**src/hdl/lse_pkg.sv**
```systemverilog
// package: opcodes, condition types, instruction layout, step counts
package lse_pkg;

	// instruction words are 16 bits wide; device operands are 8 bits
	localparam int WORD_W = 16;
	localparam int DEV_W = 8;
	localparam int DEV_NUM = 256;
	localparam int NEST_W = 3;
	localparam int IN_BASE = 0;
	localparam int OUT_BASE = 128;
	localparam logic [2:0] STEP_ONE = 3'h1;
	localparam logic [2:0] STEP_OUT = 3'h3;
	localparam logic [2:0] STEP_GATE = 3'h5;
	localparam logic RESET_ACC = 1'h0;

	// opcode encodings held in instruction memory
	typedef enum logic [4:0] {
		OP_IDLE = 5'h00,
		OP_LOAD_OPEN = 5'h01,
		OP_LOAD_CLOSED = 5'h02,
		OP_AND = 5'h03,
		OP_AND_INV = 5'h04,
		OP_OR = 5'h05,
		OP_OR_INV = 5'h06,
		OP_BLK_AND = 5'h07,
		OP_BLK_OR = 5'h08,
		OP_PUSH = 5'h09,
		OP_PEEK = 5'h0a,
		OP_POP = 5'h0b,
		OP_OUT = 5'h0c,
		OP_SET = 5'h0d,
		OP_CLEAR = 5'h0e,
		OP_RISE_PULSE = 5'h0f,
		OP_FALL_PULSE = 5'h10,
		OP_SHIFT = 5'h11,
		OP_SHIFT_EDGE = 5'h12,
		OP_GATE_BEGIN = 5'h13,
		OP_GATE_END = 5'h14,
		OP_END = 5'h15,
		OP_LINE_BREAK = 5'h16
	} lse_op_e;

	// execution condition types
	typedef enum logic [2:0] {
		XC_ALWAYS = 3'h0,
		XC_HIGH = 3'h1,
		XC_RISE = 3'h2,
		XC_LOW = 3'h3,
		XC_FALL = 3'h4
	} lse_xc_e;

	// one 16-bit instruction word
	typedef struct packed {
		lse_op_e op;
		lse_xc_e xc;
		logic [DEV_W-1:0] dev;
	} lse_instr_s;

endpackage

```
**src/hdl/lse_sequence_executor.sv**
```systemverilog
// sequence instruction executor: one instruction per clock, one scan per pass
`timescale 1ns/10ps
`default_nettype none

module lse_sequence_executor #(
	parameter int PROG_DEPTH = 256,
	parameter int IN_NUM = 16,
	parameter int OUT_NUM = 16,
	parameter int STACK_DEPTH = 8
) (
	input wire logic mclk,
	input wire logic nrst,
	input wire logic runEn,
	output logic [$clog2(PROG_DEPTH)-1:0] progAddr,
	input wire lse_pkg::lse_instr_s progWord,
	input wire logic [IN_NUM-1:0] inPins,
	output logic [OUT_NUM-1:0] outPins,
	output logic scanDone,
	output logic running
);
	localparam int PC_W = $clog2(PROG_DEPTH);

	// elaboration-time checks
	if (PROG_DEPTH < 8 || (1 << PC_W) != PROG_DEPTH)
		$error("PROG_DEPTH must be a power of two of at least 8");
	if (IN_NUM < 1 || IN_NUM > lse_pkg::OUT_BASE)
		$error("IN_NUM out of range");
	if (OUT_NUM < 1 || lse_pkg::OUT_BASE + OUT_NUM > lse_pkg::DEV_NUM)
		$error("OUT_NUM out of range");
	if (STACK_DEPTH < 2)
		$error("STACK_DEPTH must be at least 2");
	if ($bits(lse_pkg::lse_instr_s) != lse_pkg::WORD_W)
		$error("instruction word must be 16 bits");

	logic [IN_NUM-1:0] syncA, syncB, syncC, inFilt;
	logic [PC_W-1:0] pc, next_pc;
	logic acc, next_acc;
	logic [STACK_DEPTH-1:0] blkStk, next_blkStk;
	logic [STACK_DEPTH-1:0] resStk, next_resStk;
	logic [(1<<lse_pkg::NEST_W)-1:0] gateOff, next_gateOff;
	logic [lse_pkg::DEV_NUM-1:0] devBits, next_devBits;
	logic [PROG_DEPTH-1:0] prevCond, next_prevCond;
	logic [OUT_NUM-1:0] next_outPins;
	logic next_scanDone;
	logic cond, bitVal, rise, fall, exec;
	lse_pkg::lse_xc_e xcEff;
	logic [2:0] steps;

	// input pins: three stages, accept change once stages two and three agree
	always_ff @(posedge mclk or negedge nrst) begin
		if (!nrst) begin
			syncA <= '0;
			syncB <= '0;
			syncC <= '0;
			inFilt <= '0;
		end else begin
			syncA <= inPins;
			syncB <= syncA;
			syncC <= syncB;
			if (syncB == syncC)
				inFilt <= syncC;
		end
	end

	// condition evaluation for the instruction at the current step
	always_comb begin
		// a gate begin with its condition off forces every following condition off until gate end
		// gated condition
		cond = acc & ~(|gateOff);
		bitVal = devBits[progWord.dev];
		rise = cond & ~prevCond[pc];
		fall = ~cond & prevCond[pc];
		case (progWord.op)
			lse_pkg::OP_RISE_PULSE: xcEff = lse_pkg::XC_RISE;
			lse_pkg::OP_FALL_PULSE: xcEff = lse_pkg::XC_FALL;
			lse_pkg::OP_SHIFT_EDGE: xcEff = lse_pkg::XC_RISE;
			lse_pkg::OP_OUT: xcEff = lse_pkg::XC_ALWAYS;
			default: xcEff = progWord.xc;
		endcase
		case (xcEff)
			lse_pkg::XC_ALWAYS: exec = cond;
			lse_pkg::XC_HIGH: exec = cond;
			lse_pkg::XC_RISE: exec = rise;
			lse_pkg::XC_LOW: exec = ~cond;
			lse_pkg::XC_FALL: exec = fall;
			default: exec = 1'b0;
		endcase
		case (progWord.op)
			lse_pkg::OP_OUT, lse_pkg::OP_SET, lse_pkg::OP_CLEAR,
			lse_pkg::OP_RISE_PULSE, lse_pkg::OP_FALL_PULSE,
			lse_pkg::OP_SHIFT, lse_pkg::OP_SHIFT_EDGE,
			lse_pkg::OP_GATE_END: steps = lse_pkg::STEP_OUT;
			lse_pkg::OP_GATE_BEGIN: steps = lse_pkg::STEP_GATE;
			default: steps = lse_pkg::STEP_ONE;
		endcase
	end

	// executor next state: one instruction per clock while enabled
	always_comb begin
		next_pc = pc;
		next_acc = acc;
		next_blkStk = blkStk;
		next_resStk = resStk;
		next_gateOff = gateOff;
		next_devBits = devBits;
		next_prevCond = prevCond;
		next_outPins = outPins;
		next_scanDone = 1'b0;
		if (runEn) begin
			next_pc = pc + PC_W'(steps);
			next_prevCond[pc] = cond;
			case (progWord.op)
				lse_pkg::OP_LOAD_OPEN: begin
					next_blkStk = {blkStk[STACK_DEPTH-2:0], acc};
					next_acc = bitVal;
				end
				lse_pkg::OP_LOAD_CLOSED: begin
					next_blkStk = {blkStk[STACK_DEPTH-2:0], acc};
					next_acc = ~bitVal;
				end
				lse_pkg::OP_AND: next_acc = acc & bitVal;
				lse_pkg::OP_AND_INV: next_acc = acc & ~bitVal;
				lse_pkg::OP_OR: next_acc = acc | bitVal;
				lse_pkg::OP_OR_INV: next_acc = acc | ~bitVal;
				lse_pkg::OP_BLK_AND: begin
					next_acc = acc & blkStk[0];
					next_blkStk = {1'b0, blkStk[STACK_DEPTH-1:1]};
				end
				lse_pkg::OP_BLK_OR: begin
					next_acc = acc | blkStk[0];
					next_blkStk = {1'b0, blkStk[STACK_DEPTH-1:1]};
				end
				lse_pkg::OP_PUSH: next_resStk = {resStk[STACK_DEPTH-2:0], acc};
				lse_pkg::OP_PEEK: next_acc = resStk[0];
				lse_pkg::OP_POP: begin
					next_acc = resStk[0];
					next_resStk = {1'b0, resStk[STACK_DEPTH-1:1]};
				end
				lse_pkg::OP_OUT: next_devBits[progWord.dev] = cond;
				lse_pkg::OP_SET: begin
					if (exec)
						next_devBits[progWord.dev] = 1'b1;
				end
				lse_pkg::OP_CLEAR: begin
					if (exec)
						next_devBits[progWord.dev] = 1'b0;
				end
				lse_pkg::OP_RISE_PULSE: next_devBits[progWord.dev] = exec;
				lse_pkg::OP_FALL_PULSE: next_devBits[progWord.dev] = exec;
				lse_pkg::OP_SHIFT, lse_pkg::OP_SHIFT_EDGE: begin
					if (exec && progWord.dev != '0) begin
						next_devBits[progWord.dev] =
							devBits[progWord.dev - 8'h01];
						next_devBits[progWord.dev - 8'h01] = 1'b0;
					end
				end
				lse_pkg::OP_GATE_BEGIN:
					next_gateOff[progWord.dev[lse_pkg::NEST_W-1:0]] = ~cond;
				lse_pkg::OP_GATE_END: begin
					for (int i = 0; i < (1 << lse_pkg::NEST_W); i++) begin
						if (i >= int'(progWord.dev[lse_pkg::NEST_W-1:0]))
							next_gateOff[i] = 1'b0;
					end
				end
				lse_pkg::OP_END: begin
					next_pc = '0;
					next_scanDone = 1'b1;
					next_acc = lse_pkg::RESET_ACC;
					next_blkStk = '0;
					next_resStk = '0;
					next_gateOff = '0;
					next_devBits[lse_pkg::IN_BASE +: IN_NUM] = inFilt;
					next_outPins = devBits[lse_pkg::OUT_BASE +: OUT_NUM];
				end
				default: ;
			endcase
		end
	end

	// executor registers
	always_ff @(posedge mclk or negedge nrst) begin
		if (!nrst) begin
			pc <= '0;
			acc <= lse_pkg::RESET_ACC;
			blkStk <= '0;
			resStk <= '0;
			gateOff <= '0;
			devBits <= '0;
			prevCond <= '0;
			outPins <= '0;
			scanDone <= 1'b0;
		end else begin
			pc <= next_pc;
			acc <= next_acc;
			blkStk <= next_blkStk;
			resStk <= next_resStk;
			gateOff <= next_gateOff;
			devBits <= next_devBits;
			prevCond <= next_prevCond;
			outPins <= next_outPins;
			scanDone <= next_scanDone;
		end
	end

	assign progAddr = pc;
	assign running = runEn;
endmodule

`default_nettype wire

```
**config.mk**
```make
export PLATFORM = sky130hd
export DESIGN_NAME = lse_sequence_executor
export DESIGN_NICKNAME = d
export VERILOG_FILES = /design/src/hdl/lse_pkg.sv /design/src/hdl/lse_sequence_executor.sv
export SDC_FILE = /design/constraint.sdc
export NUM_CORES = 2
export LEC_CHECK = 0
export BUFFER_PORTS_ARGS = -buffer_cell sky130_fd_sc_hd__buf_4
export CORE_MARGIN = 1.5
export CORE_UTILIZATION = 45
export CTS_BUF_LIST = sky130_fd_sc_hd__clkbuf_8
export DETAILED_ROUTE_END_ITERATION = 12
export HOLD_SLACK_MARGIN = 0.15
export PLACE_DENSITY_LB_ADDON = 0.12
export SETUP_SLACK_MARGIN = 0.02
export SLEW_MARGIN = 15
export SYNTH_ARGS = -nofsm -noshare
export SYNTH_HDL_FRONTEND = slang
export SYNTH_SLANG_ARGS = --single-unit
export TNS_END_PERCENT = 30
```
**constraint.sdc**
```tcl
create_clock -name mclk -period 4.2 [get_ports mclk]
set_input_delay 0.42 -clock mclk [delete_from_list [all_inputs] [get_ports mclk]]
set_output_delay 0.42 -clock mclk [all_outputs]
set_load 0.02 [all_outputs]
```
==> run_results.csv <==
group,metric,value,unit
global_routing,grt_max_degree,174,
timing,post-route-period-util,96.5,%
worst_setup_path,max_stage_delay,0.52,ns
worst_setup_path,critPathSlowestCell,"dfrtp_4",
timing,max_freq,0.247,GHz
worst_setup_path,setup.worst_path.start,"progAddr[0]$_DFFE_PN0P_",
hold_path,hp-class,"input pin to async pin",
floorplan,die_w,299,um
worst_setup_path,r2r_slack,0.15,ns
synth,synth_area_per_cell,8.83,um^2
synth,ys_top_cells_by_area,"dfrtp_1 40%, o21ai_0 9.0%, mux4_2 6.8%, o31ai_1 5.9%, a21oi_1 5.7%",
layout,instances_no_fill,5799,
routing,via_per_inst,6.87,
clocking,tritoncts,"yes",
status,status,"finished, final reports clean",
layout,nets,4594,
clocking,clk_latency,0.84,ns
floorplan,row_count,108,
worst_setup_path,r2r-end,"devBits[152]$_DFFE_PN0P_",
clocking,clockBufferDepth,3,
clocking,htree_levels,3,
worst_setup_path,cp-endpoint,"devBits[152]$_DFFE_PN0P_",
routing,dr.pass1.iters,9,
timing,final_hold_viol_count,0,
layout,drive_gt1_share,18.7,%
floorplan,core_area,86900,um^2
routing,routed_wl,180000,um
clocking,path_clk_slew,0.07,ns
worst_setup_path,critical_path_arrival,4.74,ns
place,port_buffers,60,
synth,synth_largest_area_cell,"dfrtp_1",
routing,route.vias.total,39800,
routing,ant_nets,0,
timing,fin_crit,4.05,ns
timing,drv_slew,0,
floorplan,die-area,89700,um^2
worst_setup_path,cp-start-kind,"register",
clocking,cts.sinks,626,
synth,yosys-top-cells-count,"710 x o21ai_0, 626 x dfrtp_1, 453 x a21oi_1",
global_routing,track_usage,39.5,%
layout,multi_input_area,21800,um^2
place,hpwl,117000,um
clocking,cts-root-buf,"clkbuf_8",
place,gp_congestion,1.08,
timing,worst_slew_pin_slew,1.25,ns
global_routing,grt_antenna_before_repair,6,
worst_setup_path,endpoint_kind,"register",
synth,synth_most_common_cell,"o21ai_0",
worst_setup_path,cpMostUsedCell,"buf_4",
job,cap_violations,0,
synth,synth_area,39500,um^2
synth,seq_area_frac_synth,39.6,%
worst_setup_path,path_max_fanout,19,
worst_setup_path,rr_startpoint,"progAddr[0]$_DFFE_PN0P_",
global_routing,grt_pass1_wl,264000,um
layout,syn_to_final_growth,17.3,%
layout,stdcell_area,46400,um^2
timing,slew_headroom,17.0,%
synth,ys_warn_count,0,
pwr,p_per_area,366,nW/um^2
synth,synth_nets,4520,
worst_setup_path,crit_cells,17,
timing,fin_skew,0.0627,ns
routing,wire_per_inst,31.0,um
timing,setup_viol,0,
synth,ys_async_sr_fraction,100,%
global_routing,grt-ovfl-total,0,
synth,yosysTopAreaCellShare,39.6,%
layout,ff_latch_area,15700,um^2
worst_setup_path,critPathTopFamily,"compound AO/OA/AOI/OAI gates",
floorplan,io_pins,61,
floorplan,fp.dieH,299,um
global_routing,grt_pass1_vias,38100,
worst_setup_path,reg2regPathDepth,17,
worst_setup_path,required,4.89,ns
place,dpl.cell_count,5560,
synth,ys_types,77,
layout,final_util,53.4,%
pwr,p_leak,19.1,nW
synth,ys_seq_elements,626,
routing,drtIter0Drc,5368,
synth,syn_inst,4476,
place,placed_area,43400,um^2
worst_setup_path,criticalPathCategory,"register to register",
pwr,peakVddDrop,0.000280,V
synth,synth_edf_count,0,
layout,nFillCells,7990,
routing,drc,0,
worst_setup_path,cp_num_buf_inv,6,
synth,ys.flop_type,"dfrtp_1",
clocking,cts_made_buffers,114,
floorplan,initial_core_util,45.5,%
timing,rsz0062_at_grt,"no",
worst_setup_path,crit_chain,"buf_12 > buf_8 > mux2i_1 > a22oi_1 > a21oi_1 > nor4_1 > buf_4 > a311oi_4 > buf_4 > a22oi_2 > a31oi_2 > buf_4 > a21oi_4 > buf_4 > nand2b_4 > nand3_1 > o31ai_1",
worst min path at each step:
stage                     slack [ns]  depth (start not counted)                         to                 from
after global routing            0.21                          5     gateOff[0]$_DFFE_PN0P_          progWord[2]
after floorplan                 0.12                          0            acc$_DFFE_PN0P_                 nrst
after CTS                       0.15                          4            acc$_DFFE_PN0P_         progWord[13]
final                           0.19                          2  prevCond[164]$_DFFE_PN0P_                 nrst
after detailed placement        0.33                          0         syncB[8]$_DFF_PN0_   syncA[8]$_DFF_PN0_
after global placement          0.33                          0        syncB[15]$_DFF_PN0_  syncA[15]$_DFF_PN0_
metal layers:
| layer | track usage, % | part of all wire, % |
|---|---|---|
| met4 | 26.5 | 8.1 |
| met1 | 50.5 | 38 |
| met3 | 10.7 | 11 |
| met2 | 58.7 | 43 |
| met5 | 0 | 0.023 |
flip-flops by register name, summed over array words and instances (netlist names):
register	cells
inFilt	16
blkStk	8
devBits	256
scanDone	1
syncB	16
gateOff	8
acc	1
prevCond	256
syncA	16
resStk	8
syncC	16
progAddr	8
outPins	16
layout make-up:
| type | instances | area share, % |
|---|---|---|
| Clock inverter | 63 | 1.06 |
| Inverter | 24 | 0.194 |
| Sequential cell | 626 | 33.8 |
| Timing Repair Buffer | 504 | 10.5 |
| Tap cell | 1155 | 3.12 |
| Antenna cell | 4 | 0.0216 |
| Clock buffer | 143 | 4.24 |
| Multi-Input combinational cell | 3280 | 47.1 |
cells by family after synthesis:
family | after synthesis | synth area share, %
buf+inv | 570 | 5.85
fa+ha+maj | 11 | 0.354
flops | 626 | 39.6
simple gates | 858 | 9.77
mux | 287 | 11.1
xor+xnor | 32 | 0.728
compound gates | 2092 | 32.5
cell usage in the layout, fill, tap and decap left out, drive strengths merged, types with 7 or more instances in the layout:
cell         netlist  final
mux4             119    119
clkinv             0     19
o31a              11     11
buf              102    479
nor2b             85     85
nand3             63     63
clkbuf           444    146
o2111ai           27     27
a22oi            201    201
dlygate4sd3        0     22
o22ai             75     75
dfrtp            626    626
nand4             24     24
and2              21     21
mux2              36     36
nor4              11     11
and3              22     22
nand2b            14     14
o21a               9      9
ha                 8      8
a31oi             92     92
o211ai             8      8
inv               24     61
xnor2             25     25
nand2            381    381
o221ai            13     13
o32a              31     31
nor3              22     22
nor2             197    197
o21ai            727    727
a221oi            49     49
o22a              16     16
a21oi            454    454
xor2               7      7
mux2i            132    132
o31ai            311    311
through the flow:
step / hold WS [ns] / TNS, ns / power, mW / setup slack [ns]
floorplan: 0.124 / 0 / 8.55 / 0.0419
global placement: 0.332 / -7.22 / 10.5 / -0.211
detailed placement: 0.335 / -6.61 / 10.5 / -0.187
CTS: 0.155 / 0 / 16.8 / 0.0407
global route: 0.210 / 0 / 17.5 / 0.0341
finish: 0.185 / 0 / 17.0 / 0.146
repair_timing:
action,in CTS,in global routing
cloned,0,3
hold buffers,22,0
resized for setup,9,35
pin swaps,0,8
buffers inserted,0,4
setup endpoints to repair,228,235
hold endpoints to repair,107,0
power breakdown:
part / internal, mW / switching, mW / total [mW]
clock: 3.46 / 2.91 / 6.37
combinational: 1.42 / 2.82 / 4.25
sequential: 6.18 / 0.157 / 6.34
total: 11.1 / 5.89 / 17.0
(Power assumes the default switching activity.)
